$ cat config.mk
export PLATFORM = sky130hd
export DESIGN_NAME = aare_engine
export DESIGN_NICKNAME = d
export VERILOG_FILES = /design/src/rtl/aare_pkg.sv /design/src/rtl/aare_engine.sv /design/src/rtl/aare_rx_timer.sv /design/src/rtl/aare_wakeup_timer.sv
export SDC_FILE = /design/constraint.sdc
export NUM_CORES = 1
export LEC_CHECK = 0
export BUFFER_PORTS_ARGS = -buffer_cell sky130_fd_sc_hd__clkbuf_2
export CAP_MARGIN = 20
export CORE_ASPECT_RATIO = 1.25
export CORE_MARGIN = 2
export CORE_UTILIZATION = 35
export DETAILED_ROUTE_END_ITERATION = 8
export GPL_ROUTABILITY_DRIVEN = 1
export GPL_TIMING_DRIVEN = 1
export SKIP_LAST_GASP = 1
export SLEW_MARGIN = 20
export SYNTH_ARGS = -nofsm -noshare
export SYNTH_HDL_FRONTEND = slang
export SYNTH_SLANG_ARGS = --single-unit
$ cat constraint.sdc
create_clock -name clock_i -period 5.45 [get_ports clock_i]
set_clock_uncertainty 0.1 [all_clocks]
set_input_delay 0 -clock clock_i [delete_from_list [all_inputs] [get_ports clock_i]]
set_output_delay 0 -clock clock_i [all_outputs]
set_load 0.02 [all_outputs]
$ cat src/rtl/aare_pkg.sv
// Purpose: shared constants for the auto acknowledge / resend engine
// Assumes: 8-bit register port, 250 MHz digital clock
// Notes: offsets below 0x40 are local control and status registers
package aare_pkg;
  localparam int ADDR_W = 8;
  localparam int DATA_W = 8;
  // documented timer and rssi limit registers
  localparam logic [7:0] OFF_RX_TMO_CNT = 8'h46;
  localparam logic [7:0] OFF_RX_TMO_PRE = 8'h47;
  localparam logic [7:0] OFF_WU_PRE = 8'h48;
  localparam logic [7:0] OFF_WU_CNT = 8'h49;
  localparam logic [7:0] OFF_WU_RLD_PRE = 8'h4a;
  localparam logic [7:0] OFF_WU_RLD_CNT = 8'h4b;
  localparam logic [7:0] OFF_RSSI_LIMIT = 8'h54;
  // local registers
  localparam logic [7:0] OFF_CTRL = 8'h30;
  localparam logic [7:0] OFF_RESEND = 8'h31;
  localparam logic [7:0] OFF_SRC_ADDR = 8'h32;
  localparam logic [7:0] OFF_STATUS = 8'h33;
  localparam logic [7:0] OFF_CMD = 8'h34;
  localparam logic [7:0] OFF_WU_SCALE = 8'h35;
  // control fields
  localparam int CTRL_AUTO_ACK = 0;
  localparam int CTRL_SUPPRESS = 1;
  localparam int CTRL_PIGGY = 2;
  localparam int CTRL_STACK_FMT = 3;
  // command codes
  localparam logic [7:0] CMD_TX = 8'h01;
  localparam logic [7:0] CMD_RX = 8'h02;
  localparam logic [7:0] CMD_FLUSH = 8'h03;
  localparam logic [7:0] CMD_WU_RELOAD = 8'h04;
  localparam logic [7:0] CMD_ABORT = 8'h05;
  // reset values
  localparam logic [7:0] RST_REG = 8'h00;
  localparam logic [7:0] RST_RX_TMO_PRE = 8'h01;
  localparam logic [7:0] RST_RX_TMO_CNT = 8'h01;
  // rx timer tick divider: digital clock / 1210
  localparam int RX_TICK_DIV = 1210;
  localparam logic [10:0] RX_TICK_LAST = 11'(RX_TICK_DIV - 1);
  localparam logic [3:0] RESEND_MAX = 4'hf;
  typedef enum logic [2:0] {
    AARE_IDLE = 3'b000,
    AARE_SEND = 3'b001,
    AARE_WAIT = 3'b011,
    AARE_LISTEN = 3'b010,
    AARE_ACK = 3'b110
  } aare_state_e;
endpackage : aare_pkg

$ cat src/rtl/aare_engine.sv
// Purpose: auto acknowledge and resend engine of the link layer
// Assumes: packet framer handles bits; this block sequences frames
// Notes: registers over a plain strobe port, read data one cycle later
// Functional notes
// - auto ack only when enable bit set
// - sent no-ack field copies suppress setting
// - after ack request, listen; lost suppresses sent
// - ack destination equals received source
// - ack source from source address register
// - ack sequence equals received sequence
// - piggyback flag and fifo data gives payload
// - otherwise empty ack with addresses, sequence
// - fifo read per ack; empty underflows
// - ack no-ack flag is always one
// - ack accepted: no timeout, unfiltered, sequence matches
// - auto ack only with stacked format
// - piggyback ack never itself acknowledged/resent
// - repeated packet re-acked with same payload
// - resend limit 0 to 15, zero disables
// - attempt counter ends at most limit+1
// - limit reached raises irq, fifo kept
// - resend from retained fifo, no refill
// - rx timer: clock/1210, (pre+1)*cnt-1 ticks
// - wake timer: rc/1..8, (pre+1)*(cnt+1)
`timescale 1ns/1ps
`default_nettype none
module aare_engine (
  input wire logic clock_i,
  input wire logic rst_i,
  // register port
  input wire logic [aare_pkg::ADDR_W-1:0] reg_addr_i,
  input wire logic [aare_pkg::DATA_W-1:0] reg_wdata_i,
  input wire logic reg_wr_i,
  input wire logic reg_rd_i,
  output logic [aare_pkg::DATA_W-1:0] reg_rdata_o,
  // frame transmitter
  output logic frm_tx_start_o,
  output logic frm_tx_noack_o,
  output logic frm_tx_is_ack_o,
  output logic [7:0] frm_tx_dst_o,
  output logic [7:0] frm_tx_src_o,
  output logic [7:0] frm_tx_seq_o,
  output logic frm_tx_payload_o,
  input wire logic frm_tx_done_i,
  input wire logic [7:0] data_seq_i,
  input wire logic [7:0] data_dst_i,
  // frame receiver
  output logic frm_rx_start_o,
  output logic frm_rx_stop_o,
  input wire logic frm_rx_valid_i,
  input wire logic frm_rx_filtered_i,
  input wire logic frm_rx_noack_i,
  input wire logic [7:0] frm_rx_src_i,
  input wire logic [7:0] frm_rx_seq_i,
  // tx fifo
  input wire logic fifo_empty_i,
  output logic fifo_rd_o,
  output logic fifo_rewind_o,
  output logic fifo_flush_o,
  // oscillator and events
  input wire logic rc_tick_i,
  input wire logic wakeup_en_i,
  output logic wake_o,
  output logic data_sent_o,
  output logic resend_limit_irq_o,
  output logic fifo_underflow_o
);
  import aare_pkg::*;
  aare_state_e state_ff, nxt_state;
  logic [7:0] ctrl_ff, src_addr_ff, rx_pre_ff, rx_cnt_ff;
  logic [7:0] wu_pre_ff, wu_cnt_ff, wu_rpre_ff, wu_rcnt_ff, rssi_lim_ff;
  logic [1:0] wu_scale_ff;
  logic [3:0] max_resend_limit_ff;
  logic [4:0] resend_attempt_count_ff;
  logic [7:0] ack_dst_ff, ack_seq_ff;
  logic [7:0] last_seq_ff;
  logic last_valid_ff;
  logic piggy_ff;
  logic underflow_ff, limit_ff;
  logic [7:0] rdata_ff;
  logic sent_ff, irq_ff, tx_start_ff, rx_start_ff, rx_stop_ff, rd_ff;
  logic rewind_ff, flush_ff;
  logic rx_expired;
  // register decode
  wire logic wr_ctrl = reg_wr_i && (reg_addr_i == OFF_CTRL);
  wire logic wr_cmd = reg_wr_i && (reg_addr_i == OFF_CMD);
  wire logic cmd_tx = wr_cmd && (reg_wdata_i == CMD_TX);
  wire logic cmd_rx = wr_cmd && (reg_wdata_i == CMD_RX);
  wire logic cmd_flush = wr_cmd && (reg_wdata_i == CMD_FLUSH);
  wire logic cmd_reload = wr_cmd && (reg_wdata_i == CMD_WU_RELOAD);
  wire logic cmd_abort = wr_cmd && (reg_wdata_i == CMD_ABORT);
  wire logic auto_ack = ctrl_ff[CTRL_AUTO_ACK]
    && ctrl_ff[CTRL_STACK_FMT];
  wire logic ack_req = !ctrl_ff[CTRL_SUPPRESS];
  wire logic resend_on = (max_resend_limit_ff != 4'h0);
  wire logic [4:0] attempt_cap = 5'(max_resend_limit_ff) + 5'd1;
  // a packet from the peer is the ack when its sequence matches
  wire logic ack_hit = frm_rx_valid_i && !frm_rx_filtered_i
    && (frm_rx_seq_i == data_seq_i);
  wire logic rx_good = frm_rx_valid_i && !frm_rx_filtered_i;
  wire logic peer_wants_ack = rx_good && !frm_rx_noack_i;
  wire logic repeat_pkt = last_valid_ff && (frm_rx_seq_i == last_seq_ff);
  wire logic lost = rx_expired || (frm_rx_valid_i && !ack_hit);
  wire logic at_limit = !resend_on
    || (resend_attempt_count_ff >= attempt_cap);
  // next state
  always_comb begin
    nxt_state = state_ff;
    unique case (state_ff)
      AARE_IDLE: begin
        if (cmd_tx && !auto_ack) nxt_state = AARE_SEND;
        else if (cmd_rx && !resend_on) nxt_state = AARE_LISTEN;
      end
      AARE_SEND: begin
        if (frm_tx_done_i) nxt_state = ack_req ? AARE_WAIT : AARE_IDLE;
      end
      AARE_WAIT: begin
        if (cmd_abort || ack_hit) nxt_state = AARE_IDLE;
        else if (lost) nxt_state = at_limit ? AARE_IDLE : AARE_SEND;
      end
      AARE_LISTEN: begin
        if (cmd_abort || rx_expired) nxt_state = AARE_IDLE;
        else if (peer_wants_ack && auto_ack) nxt_state = AARE_ACK;
        else if (rx_good) nxt_state = AARE_IDLE;
      end
      AARE_ACK: begin
        if (frm_tx_done_i) nxt_state = AARE_IDLE;
      end
      default: nxt_state = AARE_IDLE;
    endcase
  end
  wire logic enter_send = (nxt_state == AARE_SEND) && (state_ff != AARE_SEND);
  wire logic enter_ack = (nxt_state == AARE_ACK) && (state_ff != AARE_ACK);
  wire logic enter_wait = (nxt_state == AARE_WAIT) && (state_ff != AARE_WAIT);
  wire logic enter_listen = (nxt_state == AARE_LISTEN)
    && (state_ff != AARE_LISTEN);
  wire logic retry = (state_ff == AARE_WAIT) && (nxt_state == AARE_SEND);
  wire logic give_up = (state_ff == AARE_WAIT) && lost && at_limit
    && !ack_hit && !cmd_abort;
  // fsm and control registers
  always_ff @(posedge clock_i) begin
    if (rst_i) begin
      state_ff <= AARE_IDLE;
      ctrl_ff <= RST_REG;
      src_addr_ff <= RST_REG;
      max_resend_limit_ff <= 4'h0;
      wu_scale_ff <= 2'h0;
    end else begin
      state_ff <= nxt_state;
      if (wr_ctrl) ctrl_ff <= reg_wdata_i;
      if (reg_wr_i && reg_addr_i == OFF_SRC_ADDR) src_addr_ff <= reg_wdata_i;
      if (reg_wr_i && reg_addr_i == OFF_RESEND) begin
        max_resend_limit_ff <= reg_wdata_i[3:0];
      end
      if (reg_wr_i && reg_addr_i == OFF_WU_SCALE) begin
        wu_scale_ff <= reg_wdata_i[1:0];
      end
    end
  end
  // timer and rssi limit registers
  always_ff @(posedge clock_i) begin
    if (rst_i) begin
      rx_pre_ff <= RST_RX_TMO_PRE;
      rx_cnt_ff <= RST_RX_TMO_CNT;
      wu_pre_ff <= RST_REG;
      wu_cnt_ff <= RST_REG;
      wu_rpre_ff <= RST_REG;
      wu_rcnt_ff <= RST_REG;
      rssi_lim_ff <= RST_REG;
    end else if (reg_wr_i) begin
      if (reg_addr_i == OFF_RX_TMO_PRE) rx_pre_ff <= reg_wdata_i;
      if (reg_addr_i == OFF_RX_TMO_CNT) rx_cnt_ff <= reg_wdata_i;
      if (reg_addr_i == OFF_WU_PRE) wu_pre_ff <= reg_wdata_i;
      if (reg_addr_i == OFF_WU_CNT) wu_cnt_ff <= reg_wdata_i;
      if (reg_addr_i == OFF_WU_RLD_PRE) wu_rpre_ff <= reg_wdata_i;
      if (reg_addr_i == OFF_WU_RLD_CNT) wu_rcnt_ff <= reg_wdata_i;
      if (reg_addr_i == OFF_RSSI_LIMIT) rssi_lim_ff <= reg_wdata_i;
    end
  end
  // attempt counter and remembered frames
  always_ff @(posedge clock_i) begin
    if (rst_i) begin
      resend_attempt_count_ff <= 5'h00;
      ack_dst_ff <= RST_REG;
      ack_seq_ff <= RST_REG;
      last_seq_ff <= RST_REG;
      last_valid_ff <= 1'b0;
      piggy_ff <= 1'b0;
    end else begin
      if (cmd_tx && state_ff == AARE_IDLE) begin
        resend_attempt_count_ff <= 5'd1;
      end else if (retry) begin
        resend_attempt_count_ff <= resend_attempt_count_ff + 5'd1;
      end
      if (enter_ack) begin
        ack_dst_ff <= frm_rx_src_i;
        ack_seq_ff <= frm_rx_seq_i;
        // a repeated packet resends the payload kept in the fifo
        piggy_ff <= ctrl_ff[CTRL_PIGGY] && !fifo_empty_i;
        last_seq_ff <= frm_rx_seq_i;
        last_valid_ff <= 1'b1;
      end
      if (cmd_flush) last_valid_ff <= 1'b0;
    end
  end
  // pulses and sticky status
  always_ff @(posedge clock_i) begin
    if (rst_i) begin
      tx_start_ff <= 1'b0;
      rx_start_ff <= 1'b0;
      rx_stop_ff <= 1'b0;
      rd_ff <= 1'b0;
      rewind_ff <= 1'b0;
      flush_ff <= 1'b0;
      sent_ff <= 1'b0;
      irq_ff <= 1'b0;
      underflow_ff <= 1'b0;
      limit_ff <= 1'b0;
    end else begin
      tx_start_ff <= enter_send || enter_ack;
      rx_start_ff <= enter_wait || enter_listen;
      rx_stop_ff <= (state_ff == AARE_WAIT || state_ff == AARE_LISTEN)
        && (nxt_state == AARE_IDLE || nxt_state == AARE_SEND
        || nxt_state == AARE_ACK);
      rd_ff <= enter_ack;
      // the same fifo contents are replayed, never refilled
      rewind_ff <= retry || (enter_ack && repeat_pkt);
      flush_ff <= cmd_flush;
      // sent only on ack or when no ack was asked
      sent_ff <= ((state_ff == AARE_WAIT) && ack_hit)
        || ((state_ff == AARE_SEND) && frm_tx_done_i && !ack_req);
      irq_ff <= give_up;
      if (enter_ack && fifo_empty_i) underflow_ff <= 1'b1;
      else if (cmd_flush) underflow_ff <= 1'b0;
      if (give_up) limit_ff <= 1'b1;
      else if (reg_rd_i && reg_addr_i == OFF_STATUS) limit_ff <= 1'b0;
    end
  end
  // read mux
  wire logic [7:0] status_val = {1'b0, limit_ff, underflow_ff,
    (state_ff == AARE_IDLE), 4'h0};
  wire logic [7:0] rd_mux =
    (reg_addr_i == OFF_CTRL) ? ctrl_ff :
    (reg_addr_i == OFF_RESEND) ? {3'h0, resend_attempt_count_ff} :
    (reg_addr_i == OFF_SRC_ADDR) ? src_addr_ff :
    (reg_addr_i == OFF_STATUS) ? status_val :
    (reg_addr_i == OFF_WU_SCALE) ? {6'h00, wu_scale_ff} :
    (reg_addr_i == OFF_RX_TMO_CNT) ? rx_cnt_ff :
    (reg_addr_i == OFF_RX_TMO_PRE) ? rx_pre_ff :
    (reg_addr_i == OFF_WU_PRE) ? wu_pre_ff :
    (reg_addr_i == OFF_WU_CNT) ? wu_cnt_ff :
    (reg_addr_i == OFF_WU_RLD_PRE) ? wu_rpre_ff :
    (reg_addr_i == OFF_WU_RLD_CNT) ? wu_rcnt_ff :
    (reg_addr_i == OFF_RSSI_LIMIT) ? rssi_lim_ff : 8'h00;
  always_ff @(posedge clock_i) begin
    if (rst_i) rdata_ff <= RST_REG;
    else rdata_ff <= reg_rd_i ? rd_mux : 8'h00;
  end
  aare_rx_timer u_rx_timer (
    .clock_i(clock_i),
    .rst_i(rst_i),
    .start_i(rx_start_ff),
    .stop_i(rx_stop_ff),
    .pre_i(rx_pre_ff),
    .cnt_i(rx_cnt_ff),
    .expired_o(rx_expired)
  );
  aare_wakeup_timer u_wakeup_timer (
    .clock_i(clock_i),
    .rst_i(rst_i),
    .enable_i(wakeup_en_i),
    .rc_tick_i(rc_tick_i),
    .scale_i(wu_scale_ff),
    .reload_i(cmd_reload),
    .pre_i(wu_pre_ff),
    .cnt_i(wu_cnt_ff),
    .rld_pre_i(wu_rpre_ff),
    .rld_cnt_i(wu_rcnt_ff),
    .wake_o(wake_o)
  );
  // frame fields
  wire logic in_ack = (state_ff == AARE_ACK);
  assign frm_tx_start_o = tx_start_ff;
  assign frm_tx_is_ack_o = in_ack;
  assign frm_tx_noack_o = in_ack ? 1'b1 : ctrl_ff[CTRL_SUPPRESS];
  assign frm_tx_dst_o = in_ack ? ack_dst_ff : data_dst_i;
  assign frm_tx_src_o = src_addr_ff;
  assign frm_tx_seq_o = in_ack ? ack_seq_ff : data_seq_i;
  assign frm_tx_payload_o = in_ack ? piggy_ff : 1'b1;
  assign frm_rx_start_o = rx_start_ff;
  assign frm_rx_stop_o = rx_stop_ff;
  assign fifo_rd_o = rd_ff;
  assign fifo_rewind_o = rewind_ff;
  assign fifo_flush_o = flush_ff;
  assign data_sent_o = sent_ff;
  assign resend_limit_irq_o = irq_ff;
  assign fifo_underflow_o = underflow_ff;
  assign reg_rdata_o = rdata_ff;
endmodule // aare_engine
`default_nettype wire

$ cat src/rtl/aare_rx_timer.sv
// Purpose: rx window timer, ticks at clock / 1210
// Assumes: start is a one-cycle pulse
// Notes: window is (pre+1)*cnt-1 ticks, zero counter means no limit
`timescale 1ns/1ps
`default_nettype none
module aare_rx_timer (
  input wire logic clock_i,
  input wire logic rst_i,
  input wire logic start_i,
  input wire logic stop_i,
  input wire logic [7:0] pre_i,
  input wire logic [7:0] cnt_i,
  output logic expired_o
);
  import aare_pkg::*;
  logic [10:0] div_ff;
  logic [16:0] ticks_ff;
  logic run_ff;
  logic exp_ff;
  wire logic tick = (div_ff == RX_TICK_LAST);
  wire logic [16:0] span = 17'((17'(pre_i) + 17'd1) * 17'(cnt_i));
  wire logic done = run_ff && tick && (cnt_i != 8'h00)
    && (ticks_ff + 17'd1 >= span - 17'd1);
  always_ff @(posedge clock_i) begin
    if (rst_i || start_i || !run_ff || tick) begin
      div_ff <= 11'h000;
    end else begin
      div_ff <= div_ff + 11'h001;
    end
    if (rst_i || start_i) begin
      ticks_ff <= 17'h00000;
    end else if (run_ff && tick) begin
      ticks_ff <= ticks_ff + 17'd1;
    end
    if (rst_i || stop_i || done) begin
      run_ff <= 1'b0;
    end else if (start_i) begin
      run_ff <= 1'b1;
    end
    exp_ff <= !rst_i && done && !start_i && !stop_i;
  end
  assign expired_o = exp_ff;
endmodule // aare_rx_timer
`default_nettype wire

$ cat src/rtl/aare_wakeup_timer.sv
// Purpose: periodic wake-up timer on the rc oscillator enable
// Assumes: rc_tick_i is a one-cycle pulse per oscillator period
// Notes: period (pre+1)*(cnt+1) scaled ticks
`timescale 1ns/1ps
`default_nettype none
module aare_wakeup_timer (
  input wire logic clock_i,
  input wire logic rst_i,
  input wire logic enable_i,
  input wire logic rc_tick_i,
  input wire logic [1:0] scale_i,
  input wire logic reload_i,
  input wire logic [7:0] pre_i,
  input wire logic [7:0] cnt_i,
  input wire logic [7:0] rld_pre_i,
  input wire logic [7:0] rld_cnt_i,
  output logic wake_o
);
  import aare_pkg::*;
  logic [2:0] sc_ff;
  logic [7:0] pre_ff;
  logic [7:0] cnt_ff;
  logic wake_ff;
  wire logic [2:0] sc_last = 3'((4'd1 << scale_i) - 4'd1);
  wire logic step = rc_tick_i && (sc_ff == sc_last);
  wire logic pre_end = (pre_ff == 8'h00);
  wire logic wrap = step && pre_end && (cnt_ff == 8'h00);
  always_ff @(posedge clock_i) begin
    if (rst_i || !enable_i) begin
      sc_ff <= 3'h0;
      pre_ff <= pre_i;
      cnt_ff <= cnt_i;
    end else if (reload_i) begin
      pre_ff <= rld_pre_i;
      cnt_ff <= rld_cnt_i;
    end else begin
      if (rc_tick_i) sc_ff <= step ? 3'h0 : sc_ff + 3'h1;
      if (step) begin
        pre_ff <= pre_end ? pre_i : pre_ff - 8'h01;
        if (pre_end) cnt_ff <= wrap ? cnt_i : cnt_ff - 8'h01;
      end
    end
    wake_ff <= !rst_i && enable_i && wrap;
  end
  assign wake_o = wake_ff;
endmodule // aare_wakeup_timer
`default_nettype wire

[Word-level counts from Yosys, hierarchy flattened]
Cells that the tools add are included.
Word-level totals
  flip-flop bits (word level): 172
  output and inout port bits: 45
Cells by class
  $add $sub $neg: 10
  multipliers: 1
  $lt $le $gt $ge: 2
  equality and inequality tests: 34
  shifts and indexed selects: 1
  multiplexer cells: 44
  bitwise gates (word level): 2
  reduce and logical (&&, ||, !) cells: 100
Operators by type and width (number)
  8-bit two-way mux: 23
  8-bit by 7-bit equality test with 1-bit output, second input constant: 7
  8-bit by 6-bit equality test with 1-bit output, second input constant: 6
  1-bit logical AND: 48
  3-bit two-way mux: 10
  2-bit AND reduction: 9
  17-bit by 1-bit adder with 17-bit output, second input constant: 1
  17-bit >= comparator: 1
  1-bit logical OR: 17
  17-bit by 8-bit multiplier with 17-bit output: 1
  17-bit by 1-bit subtractor with 17-bit output, second input constant: 1
  8-bit by 2-bit equality test with 1-bit output, second input constant: 2
  8-bit by 3-bit equality test with 1-bit output, second input constant: 2
  8-bit equality test: 2
  8-bit zero test: 2
  8-bit by 1-bit subtractor with 8-bit output, second input constant: 2
  3-bit case mux with 5 select lines: 1
  3-bit by 2-bit equality test with 1-bit output, second input constant: 4
  1-bit zero test: 12
  11-bit by 1-bit adder with 11-bit output, second input constant: 1
  11-bit equality test, second input constant: 1
  8-bit by 1-bit adder with 9-bit output, second input constant: 1
  1-bit two-way mux: 9
  8-bit by 1-bit equality test with 1-bit output, second input constant: 1
  20 further kinds: 30

[Depth between registers and ports, before layout]
Gate-level depths: netlist of the first run.
  depth after elaboration: 13
  mapped depth: 27

[Cells and area by module]
Synthesis of the first run repeated with hierarchy kept, for this count alone.
Second synthesis, totals
  cell total of the unflattened synthesis: 1445
  area, all modules: 12203.0 µm²
Modules (own cells, without submodules)
  aare_engine: instances 1, cells each 727, area an instance 6195.9 µm², seq. area each 2442.3 µm²
  aare_rx_timer: instances 1, cells each 554, area an instance 4529.3 µm², seq. area each 600.6 µm²
  aare_wakeup_timer: instances 1, cells each 164, area an instance 1477.7 µm², seq. area each 560.5 µm²

[Worst setup path before layout of the first run]
OpenSTA, ideal clock, no wires.
  path kind: register to register
  start: register rx_pre_ff[1]
  end: register u_rx_timer.exp_ff, in the netlist u_rx_timer.expired_o
  arrival time: 5.843 ns
  data required time: 5.270 ns
  path slack: -0.573 ns
  cell stages (with the launch flop): 26
  buffers on the path: 0
  path through: dfxtp_1 -> ha_1 -> nand3_1 -> nor2_1 -> xor2_1 -> and2_1 -> fa_1 -> fa_1 -> fa_1 -> inv_1 -> fa_1 -> inv_1 -> ha_1 -> and2_1 -> o21a_1 -> a31oi_1 -> a21oi_1 -> xnor2_1 -> ha_1 -> nand4_1 -> or4_1 -> a21boi_0 -> o21a_1 -> o21ai_0 -> o21ai_0 -> nor3b_1
On the way
  longest elaborated chain between the ends: 8
Ends and longest elaborated chain
  from (decl): RTL line aare_engine.sv:70  | logic [7:0] ctrl_ff, src_addr_ff, rx_pre_ff, rx_cnt_ff;
  from (signal assigned): RTL line aare_engine.sv:171  | if (reg_addr_i == OFF_RX_TMO_PRE) rx_pre_ff <= reg_wdata_i;
  8-bit by 1-bit adder with 9-bit output: RTL line aare_rx_timer.sv:21  | wire logic [16:0] span = 17'((17'(pre_i) + 17'd1) * 17'(cnt_i));
  17-bit by 8-bit multiplier with 17-bit output: RTL line aare_rx_timer.sv:21
  17-bit by 1-bit subtractor with 17-bit output: RTL line aare_rx_timer.sv:23  | && (ticks_ff + 17'd1 >= span - 17'd1);
  17-bit >= comparator: RTL line aare_rx_timer.sv:23
  1-bit logical AND: RTL line aare_rx_timer.sv:23
  1-bit logical AND (3 in a row): RTL line aare_rx_timer.sv:40  | exp_ff <= !rst_i && done && !start_i && !stop_i;
  to (signal assigned): RTL line aare_rx_timer.sv:40
  to (decl): RTL line aare_rx_timer.sv:19  | logic exp_ff;
Every way passes these cells.
A chain may end at the register's enable or synchronous reset.

[Worst setup path after layout of the first run]
  start: register rx_pre_ff[0]
  end: register u_rx_timer.exp_ff, in the netlist u_rx_timer.expired_o
Same word-level chain as after synthesis.

==> impl_metrics.csv, run 1 <==
group,metric,value,unit
finish,fin_nets,1769,
finish,largest_register_ffs,17,
finish,final_util,0.432,
worst_setup_path,r2r-start,"rx_pre_ff[0]",
worst_setup_path,path_class,"flip-flop to flip-flop",
finish,drive_above_1_share,0.178,
clock_network,cts.sink_count,172,
floorplan,die_h,209,um
sta,max_freq,171,MHz
finish,final_cell_mix,"218 x nand2_1, 151 x dfxtp_1, 140 x nor2_1, 106 x a21oi_1, 102 x clkbuf_2",
global_routing,met2_usage,0.338,
floorplan,fp.dieW,168,um
synthesis,synth_top_area_frac,0.266,
power,total_leakage_power,6.19,nW
routing,avgRoutedWirePerCell,15.9,um
sta,holdWs,0.0198,ns
routing,vias_per_cell,5.07,
worst_hold_path,hold_path.startpoint,"data_seq_i[7]",
routing,vias,10264,
synthesis,ys.flop_type,"dfxtp_1",
clock_network,cts_buffer_depth,2,
sta,setup_viol,2,
clock_network,cts_max_level,4,
power,irDropWorstVdd,0.181,mV
finish,regArea,3620,sq um
global_routing,grt_use_met1,0.225,
sta,final.setup.worst_slack,-0.405,ns
finish,mostFrequentLayoutCell,"nand2_1",
routing,drt_iter0_drc,557,
synthesis,synth.area.top_cells,"dfxtp_1 27%, fa_1 8.0%, ha_1 7.8%",
synthesis,synthArstFlopShare,0,
worst_setup_path,worst_ep_arrival_time,6.14,ns
clock_network,cts_made_buffers,17,
synthesis,synth_nets,1609,
worst_setup_path,startpoint_type,"flip-flop",
clock_network,cts.reportedPaths.clkPinSlew,0.07,ns
global_routing,grt_max_degree,64,
sta,worstMarginPinSlew,1.12,ns
place,hpwl,24.2,mm
synthesis,ys.warnings.count,0,
synthesis,ys_types,76,
run,maxCapViolCount,0,
place,port_buffers,103,
outcome,violations,"negative setup slack",
floorplan,std_cell_rows,75,
finish,synthToLayoutAreaGrowth,22.5,%
global_routing,gr-usage-met3,0.0297,
routing,postRouteAntennaNets,0,
sta,hold_viol_final,0,
synthesis,synth.cell_area,11700,sq um
sta,maxSlewHeadroom,0.254,
finish,n_antenna_cell,0,
sta,rsz0062_at_grt,"yes",
global_routing,grt-busiest-layer,"met2",
floorplan,fp.coreArea,33300,sq um
global_routing,grt_pass1_wl,52.6,mm
worst_setup_path,worstSetupStartpoint,"rx_pre_ff[0]",
finish,stdcell_area,14400,sq um
synthesis,synth_seq_cells,172,
power,p_per_area,202,nW/um^2
worst_hold_path,hold_class,"input pin to flip-flop",
global_routing,grt_usage,0.189,
routing,drt-total-wl,32.1,mm
worst_setup_path,cp.required,5.73,ns
synthesis,yosysTopAreaCell,"dfxtp_1",
synthesis,netlist_instances,1430,
synthesis,yosysSeqAreaShare,0.307,
global_routing,grt_pass1_vias,10311,
place,postPlaceCellArea,13200,sq um
clock_network,clkLatencyLatePin,0.45,ns
finish,regMostFlops,"u_rx_timer.ticks_ff",
sta,finalCriticalPeriod,5.86,ns
global_routing,antenna_found_initial,0,
finish,largest_registers,"u_rx_timer.ticks_ff (17), u_rx_timer.div_ff (11)",
floorplan,start_util,0.352,
sta,finalCritPeriodShare,1.07,
finish,fill_cells,3278,
floorplan,num_io_pins,104,
outcome,run_status,"complete, but fails checks",
clock_network,root_buffer,"clkbuf_16",
routing,dr.pass1.iters,6,
synthesis,syn_area_per_cell,8.21,sq um
synthesis,synth_edf_count,16,
global_routing,grt-ovfl-total,0,
clock_network,cts_tree,"yes",
worst_setup_path,cp_max_fo,7,
floorplan,dieArea,35000,sq um
finish,multiInputGateArea,7810,sq um
worst_setup_path,end_kind,"flip-flop",
sta,report.final.slew_viol_count,0,
place,globalplace.congestion,0.876,
routing,drc,0,
-- per-stage QoR --
step | setup slack [ns] | TNS, ns | total power [mW] | instances
2_1_floorplan | -0.142 | -0.241 | 1.50 | 1430
3_3_place_gp | -0.425 | -0.818 | 1.58 | 1947
3_5_place_dp | -0.571 | -1.10 | 1.58 | 1947
4_1_cts | -0.453 | -0.872 | 2.92 | 2025
5_1_grt | -0.783 | -1.56 | 3.00 | 2026
6_report | -0.405 | -0.770 | 2.90 | 2026
-- worst max-delay path: stages (launching register included) --
cell,delay [ns]
dfxtp_4,0.38
ha_4,0.15
nand3_4,0.11
nor2_4,0.17
xor2_4,0.28
nand2_2,0.08
fa_1,0.48
inv_1,0.05
fa_1,0.47
fa_1,0.50
inv_1,0.06
fa_1,0.51
inv_2,0.05
ha_4,0.27
o21ai_2,0.06
o21ai_2,0.19
a31oi_2,0.12
nor2b_2,0.16
xor2_1,0.14
ha_1,0.29
nand4_1,0.09
or4_1,0.49
a21boi_1,0.15
o21a_1,0.12
o21ai_1,0.05
o21ai_1,0.12
nor3b_2,0.17
-- synthesized netlist by cell type, types with 6 or more instances --
| cell | count |
|---|---|
| xnor2_1 | 43 |
| and3_1 | 16 |
| nand2b_1 | 18 |
| clkbuf_1 | 54 |
| dfxtp_1 | 156 |
| inv_1 | 103 |
| nor4_1 | 7 |
| mux2i_1 | 47 |
| o21a_1 | 7 |
| nand4_1 | 16 |
| nand3_1 | 64 |
| a31oi_1 | 7 |
| nor2b_1 | 15 |
| or3_1 | 6 |
| xor2_1 | 47 |
| nor3_1 | 19 |
| ha_1 | 73 |
| nor2_1 | 143 |
| nand2_1 | 222 |
| edfxtp_1 | 16 |
| a211oi_1 | 6 |
| fa_1 | 47 |
| o21ai_0 | 35 |
| and2_1 | 27 |
| buf_2 | 8 |
| a21o_1 | 10 |
| nand3b_1 | 11 |
| a21oi_1 | 107 |
| a221oi_1 | 8 |
| nor3b_1 | 6 |
-- layer usage --
metal / up-vias / part of all wire
met5: - / 0
met4: 0 / 0.030
met3: 50 / 0.032
met2: 194 / 0.52
met1: 4866 / 0.42
li1: 5154 / -
-- kinds of logic after synthesis --
kind of cell / Yosys count / synth area share
compound gates: 222 / 0.117
xor+xnor: 90 / 0.0671
fa+ha+maj: 120 / 0.158
buf+inv: 173 / 0.0571
flops: 172 / 0.307
mux: 53 / 0.0497
simple gates: 600 / 0.245
-- power by group --
group          internal [mW]  total, mW  switching [mW]
registers               1.29       1.30          0.0118
clock network          0.740       1.32           0.580
logic                  0.115      0.278           0.162
-- timing repair --
action	4_1_cts	5_1_grt
endpoints found under the setup margin	2	2
resized for setup	23	6
hold buffers	35	0
buffers inserted	11	1
endpoints found under the hold margin	102	0
pin swaps	41	5
-- final cells by class --
class | count | area share
Multi-Input combinational cell | 1085 | 0.543
Sequential cell | 172 | 0.251
Timing Repair Buffer | 210 | 0.0982
Tap cell | 423 | 0.0368
Clock buffer | 17 | 0.0296
Clock inverter | 15 | 0.0139
Inverter | 104 | 0.0271
-- final timing paths --
| kind | slack (ns) | endpoint | cells after the start |
|---|---|---|---|
| max reg2reg | -0.41 | u_rx_timer.expired_o | 26 |
| min reg2reg | 0.35 | ctrl_ff[6] | 2 |
| min | 0.02 | data_sent_o | 6 |
| max | -0.41 | u_rx_timer.expired_o | 26 |
Power figures use the tool's default switching activity.
==> run 2, diff against run 1 <==
--- a/config.mk
+++ b/config.mk
@@ -5,6 +5,7 @@
 export SDC_FILE = /design/constraint.sdc
 export NUM_CORES = 1
 export LEC_CHECK = 0
+export ABC_AREA = 1
 export BUFFER_PORTS_ARGS = -buffer_cell sky130_fd_sc_hd__clkbuf_2
 export CAP_MARGIN = 20
 export CORE_ASPECT_RATIO = 1.25
@@ -18,3 +19,4 @@
 export SYNTH_ARGS = -nofsm -noshare
 export SYNTH_HDL_FRONTEND = slang
 export SYNTH_SLANG_ARGS = --single-unit
+export TNS_END_PERCENT = 50
==> run 2 against run 1 <==
  * The run still ends with negative setup slack left
  * Global-route usage rose by 0.90 points
  * Die area up 2.0%
  * Setup slack worse by 0.026 ns
  * Synthesized cell count grew 19%
  * Flip-flop and latch count is the same
  * Area after synthesis is 2.1% higher
  * Fmax shrank 0.44%
  * Clock power about the same
  * Total power rose by 2.6%
==> impl_metrics.csv, run 2 <==
group,metric,value,unit
synthesis,ys.warnings.count,0,
finish,final_cell_mix,"296 x nand2_1, 284 x inv_1, 153 x dfxtp_1, 151 x a21oi_1, 147 x nor2_1",
synthesis,yosysTopAreaCell,"dfxtp_1",
global_routing,grt_pass1_wl,56.6,mm
sta,final.setup.worst_slack,-0.431,ns
place,dp_cells,2243,
floorplan,fp.coreArea,33700,sq um
power,netSwitchingFraction,0.266,
routing,vias,11620,
synthesis,synth.cell_area,12000,sq um
synthesis,syn_area_per_cell,7.07,sq um
worst_setup_path,worst_ep_arrival_time,6.17,ns
clock_network,cts_max_level,4,
synthesis,synth_common_cells,"301 x nand2_1, 290 x inv_1, 156 x dfxtp_1, 154 x a21oi_1, 150 x nor2_1",
worst_setup_path,crit_top_cell,"nand2_1",
routing,drt-total-wl,34.5,mm
clock_network,cts_tree,"yes",
power,p_per_area,205,nW/um^2
run,maxCapViolCount,0,
synthesis,synth_nets,1874,
clock_network,root_buffer,"clkbuf_16",
finish,synthToLayoutAreaGrowth,21.0,%
sta,finalCritPeriodShare,1.08,
power,totalPowerFinal,2.97,mW
worst_setup_path,cp_max_fo,4,
worst_setup_path,end_kind,"flip-flop",
outcome,violations,"negative setup slack",
routing,drc,0,
clock_network,cts_made_buffers,17,
sta,setup_viol,2,
finish,fill_cells,3397,
place,hpwl,27.0,mm
sta,setup-tns-final,-0.830,ns
floorplan,start_util,0.356,
power,total_leakage_power,6.58,nW
synthesis,yosysMostFrequentCell,"nand2_1",
synthesis,synth_edf_count,16,
global_routing,antenna_found_initial,1,
worst_setup_path,cp.required,5.74,ns
sta,worstMarginPinSlew,0.826,ns
worst_setup_path,crit_path_top_delay_cell,"fa_1",
worst_setup_path,startpoint_type,"flip-flop",
outcome,run_status,"complete, but fails checks",
clock_network,cts.reportedPaths.clkPinSlew,0.07,ns
routing,postRouteAntennaNets,0,
sta,finalCriticalPeriod,5.88,ns
synthesis,synthArstFlopShare,0,
power,seqPwrFrac,0.441,
global_routing,grt-ovfl-total,0,
global_routing,grt_max_degree,89,
floorplan,die_h,211,um
finish,n_antenna_cell,0,
finish,fin_nets,2058,
synthesis,netlist_instances,1695,
sta,max_freq,170,MHz
power,internal_power,2.18,mW
routing,dr.pass1.iters,6,
floorplan,std_cell_rows,75,
power,irDropWorstVdd,0.270,mV
routing,avgRoutedWirePerCell,14.9,um
clock_network,clkLatencyLatePin,0.45,ns
sta,hold_viol_final,0,
worst_setup_path,regToRegSetupSlack,-0.43,ns
clock_network,cts.sink_count,172,
floorplan,dieArea,35700,sq um
sta,rsz0062_at_grt,"yes",
routing,drt_iter0_drc,771,
finish,layout.cells.non_filler,2315,
worst_hold_path,hold_class,"input pin to flip-flop",
global_routing,grt_usage,0.198,
synthesis,ys.flop_type,"dfxtp_1",
synthesis,synth_seq_cells,172,
place,port_buffers,103,
finish,regMostFlops,"u_rx_timer.ticks_ff",
synthesis,yosysSeqAreaShare,0.301,
finish,drive_above_1_share,0.153,
finish,largest_register_ffs,17,
worst_setup_path,path_class,"flip-flop to flip-flop",
power,power.switching,0.792,mW
power,clkPwrFrac,0.440,
clock_network,cts_buffer_depth,2,
finish,largest_registers,"u_rx_timer.ticks_ff (17), u_rx_timer.div_ff (11)",
worst_setup_path,cpPeakStageDelay,0.49,ns
sta,maxSlewHeadroom,0.449,
synthesis,synth.area.top_cells,"dfxtp_1 26%, nand2_1 9.4%, inv_1 9.1%",
synthesis,ys_types,44,
routing,vias_per_cell,5.02,
sta,report.final.slew_viol_count,0,
place,globalplace.congestion,0.890,
floorplan,num_io_pins,104,
finish,mostFrequentLayoutCell,"nand2_1",
global_routing,grt_pass1_vias,11575,
synthesis,synth_top_area_frac,0.261,
floorplan,fp.dieW,170,um
power,p_comb_frac,0.119,
run 2: changes by cell type in the layout (fill, tap and decap cells not counted), sizes merged, moves of 18 or more:
cell	before	now
nor3	20	38
mux2i	47	0
nand2b	18	0
inv	111	307
nand4	16	40
nor2	143	164
and2	27	0
nand2	223	307
a21oi	108	154
xnor2	43	11
o21ai	36	159
run 2: cells by family (layout without fill, tap and decap cells):
logic type                 count (synthesis)  count (layout)  share of synthesized area
and+or+nand+nor                          647             647                      0.237
AOI/OAI and AO/OA                        354             354                      0.157
buffers and inverters                    353             550                      0.115
DFF                                      172             172                      0.301
adders and majority gates                120             120                      0.155
xor gates and xnor gates                  49              49                     0.0358
run 2: layout make-up:
cell class	count	area, sq um	area share
Multi-Input combinational cell	1170	7160	0.493
Inverter	301	1130	0.0779
Sequential cell	172	3610	0.249
Clock buffer	18	439	0.0303
Tap cell	423	529	0.0365
Timing Repair Buffer	217	1460	0.101
Clock inverter	14	180	0.0124
run 2: power by group through the flow:
| stage | registers (mW) | logic (mW) | clock network [mW] |
|---|---|---|---|
| global placement | 1.34 | 0.325 | 0 |
| global route | 1.31 | 0.398 | 1.38 |
| CTS | 1.31 | 0.353 | 1.34 |
| finish | 1.31 | 0.354 | 1.31 |
| detailed placement | 1.34 | 0.331 | 0 |
| floorplan | 1.34 | 0.223 | 0 |
run 2: path summary, 6_finish.rpt:
kind / from / end / cells after the start
setup / recovery: rx_pre_ff[0] / u_rx_timer.expired_o / 36
hold / removal: reg_addr_i[1] / reg_rdata_o[4] / 6
setup reg to reg: rx_pre_ff[0] / u_rx_timer.expired_o / 36
hold reg to reg: ack_dst_ff[5] / ack_dst_ff[5] / 2
run 2: what timing repair did:
action | in CTS | in global routing
setup buffers | 6 | 0
resized for setup | 23 | 1
endpoints found under the hold margin | 86 | 0
setup endpoints to repair | 2 | 2
hold buffers | 34 | 0
pin swaps | 28 | 0
run 2: per-layer routing:
layer / routed length, um / vias up / GRT usage / part of all wire
li1: - / 5873 / - / -
met4: 1290 / 0 / 0.0846 / 0.038
met3: 1390 / 72 / 0.0332 / 0.040
met2: 17300 / 273 / 0.355 / 0.50
met5: 0 / - / 0 / 0
met1: 14500 / 5402 / 0.231 / 0.42
run 2: stage by stage:
step	area, sq um	hold slack [ns]	util	setup WS [ns]
finish	14500	0.0301	0.431	-0.431
global route	14500	0.0739	0.431	-0.886
CTS	14500	0.00419	0.430	-0.348
detailed placement	13400	0.173	0.398	-0.476
global placement	13400	0.162	0.398	-0.339
floorplan	12100	0.00313	-	-0.134
run 2: worst max-delay path, delay by kind of cell (launching register included):
family	cells	cell delay [ns]
and+or+nand+nor	19	2.05
DFF	1	0.37
adders and majority gates	6	2.42
buffers and inverters	8	0.45
AOI/OAI and AO/OA	3	0.40
==> run 3, diff against run 2 <==
--- a/config.mk
+++ b/config.mk
@@ -10,7 +10,7 @@
 export CAP_MARGIN = 20
 export CORE_ASPECT_RATIO = 1.25
 export CORE_MARGIN = 2
-export CORE_UTILIZATION = 35
+export CORE_UTILIZATION = 30
 export DETAILED_ROUTE_END_ITERATION = 8
 export GPL_ROUTABILITY_DRIVEN = 1
 export GPL_TIMING_DRIVEN = 1
==> run 3 against run 2 <==
  * The flow still finishes with violations (negative setup slack)
  * Highest routed layer unchanged
  * Setup slack worse by 0.063 ns
  * Sequential power barely moved
  * Via count rose by 0.59%
  * First-iteration DRC count decreased by 0.26%
  * Flip-flop and latch count is the same
  * Largest power group unchanged
==> impl_metrics.csv, run 3 (synthesized netlist as in run 2, its figures left out) <==
group,metric,value,unit
worst_setup_path,cp.required,5.75,ns
routing,drt_iter0_drc,769,
global_routing,grt_max_degree,86,
place,port_buffers,103,
floorplan,fp.dieW,183,um
routing,vias,11689,
sta,finalCritPeriodShare,1.09,
worst_setup_path,worst_ep_arrival_time,6.24,ns
worst_hold_path,hold_class,"input pin to flip-flop",
global_routing,grt_pass1_vias,11653,
finish,synthToLayoutAreaGrowth,22.4,%
sta,rsz0062_at_grt,"yes",
power,irDropWorstVdd,0.217,mV
worst_setup_path,crit_path_top_delay_cell,"fa_1",
clock_network,cts.sink_count,172,
sta,hold_viol_final,0,
routing,avgRoutedWirePerCell,14.9,um
finish,fill_cells,4017,
clock_network,cts_tree,"yes",
sta,finalCriticalPeriod,5.94,ns
finish,largest_registers,"u_rx_timer.ticks_ff (17), u_rx_timer.div_ff (11)",
outcome,violations,"negative setup slack",
floorplan,dieArea,41600,sq um
routing,drc,0,
finish,final_cell_mix,"288 x nand2_1, 278 x inv_1, 153 x dfxtp_1, 149 x a21oi_1, 146 x nor2_1",
finish,layout.cells.non_filler,2393,
outcome,run_status,"complete, but fails checks",
routing,postRouteAntennaNets,0,
floorplan,start_util,0.306,
floorplan,fp.coreArea,39200,sq um
power,p_per_area,196,nW/um^2
finish,largest_register_ffs,17,
floorplan,num_io_pins,104,
clock_network,root_buffer,"clkbuf_16",
routing,vias_per_cell,4.88,
worst_setup_path,end_kind,"flip-flop",
finish,n_antenna_cell,0,
global_routing,antenna_found_initial,0,
global_routing,grt_pass1_wl,57.2,mm
worst_setup_path,cpPeakStageDelay,0.55,ns
sta,report.final.slew_viol_count,0,
sta,holdWs,0.0149,ns
clock_network,cts.reportedPaths.clkPinSlew,0.07,ns
sta,worstMarginPinSlew,0.819,ns
place,dp_cells,2314,
place,globalplace.congestion,0.907,
worst_setup_path,startpoint_type,"flip-flop",
power,total_leakage_power,6.60,nW
sta,maxSlewHeadroom,0.452,
floorplan,std_cell_rows,81,
clock_network,cts_buffer_depth,2,
finish,mostFrequentLayoutCell,"nand2_1",
worst_setup_path,cp_max_fo,4,
finish,multiInputGateArea,7260,sq um
floorplan,die_h,227,um
global_routing,grt_usage,0.173,
finish,fin_nets,2061,
finish,drive_above_1_share,0.166,
sta,final.setup.worst_slack,-0.495,ns
clock_network,clkLatencyLatePin,0.46,ns
routing,drt-total-wl,35.6,mm
sta,max_freq,168,MHz
finish,regArea,3610,sq um
sta,setup-tns-final,-0.951,ns
sta,setup_viol,2,
run,maxCapViolCount,0,
place,pre_cts_slack,-0.496,ns
finish,regMostFlops,"u_rx_timer.ticks_ff",
worst_setup_path,path_class,"flip-flop to flip-flop",
place,hpwl,27.6,mm
clock_network,cts_max_level,4,
global_routing,grt-ovfl-total,0,
clock_network,cts_made_buffers,17,
routing,dr.pass1.iters,5,
==> run 3: cell count changes in the layout (fill, tap and decap cells not counted), moves of 4 or more <==
cell / delta
inv_1: -6
inv_2: +6
nand2_1: -8
nand2_2: +9
nor3_2: -4
nor3_4: +4
==> run 3: final cells by class <==
class                           instances  share of cell area
Timing Repair Buffer                  220               0.101
Multi-Input combinational cell       1170               0.495
Inverter                              301              0.0770
Sequential cell                       172               0.246
Clock buffer                           18              0.0293
Clock inverter                         14             0.00870
Tap cell                              498              0.0425
==> run 3: per-layer routing <==
layer,GRT usage,vias up,share of wire
li1,-,5884,-
met1,0.187,5384,0.41
met2,0.319,333,0.50
met3,0.0406,88,0.056
met4,0.0769,0,0.040
met5,0,-,0
==> run 3: worst max-delay path, delay by kind of cell (launching register included) <==
family | cells | cell delay (ns)
adders and majority gates | 7 | 2.65
and+or+nand+nor | 15 | 1.92
buffers and inverters | 7 | 0.56
DFF | 1 | 0.36
AOI/OAI and AO/OA | 2 | 0.21
xor gates and xnor gates | 1 | 0.08
==> run 3: power breakdown <==
group	switching (mW)	internal, mW	leakage, nW	total, mW
clock network	0.596	0.603	0.274	1.20
logic	0.219	0.146	4.89	0.365
registers	0.0135	1.30	1.44	1.31
total	0.828	2.04	6.60	2.87
==> run 3: timing repair <==
| item | in CTS | in global routing |
|---|---|---|
| buffers inserted | 7 | 6 |
| pin swaps | 41 | 28 |
| hold endpoints to repair | 95 | 0 |
| endpoints found under the setup margin | 2 | 2 |
| gates resized for setup | 34 | 16 |
| hold buffers | 34 | 0 |
==> run 3: final timing paths <==
| check | start | to | slack (ns) | depth (start not counted) |
|---|---|---|---|---|
| max | rx_pre_ff[0] | u_rx_timer.expired_o | -0.49 | 32 |
| min | reg_wdata_i[0] | wu_cnt_ff[0] | 0.01 | 3 |
| max reg2reg | rx_pre_ff[0] | u_rx_timer.expired_o | -0.49 | 32 |
| min reg2reg | ctrl_ff[7] | ctrl_ff[7] | 0.35 | 2 |
==> run 3: metrics by stage <==
step	power [mW]	util	cell area, sq um
global placement	1.66	0.344	13500
global route	3.00	0.374	14700
CTS	2.89	0.371	14600
detailed placement	1.67	0.344	13500
floorplan	1.56	-	12100
finish	2.87	0.374	14700
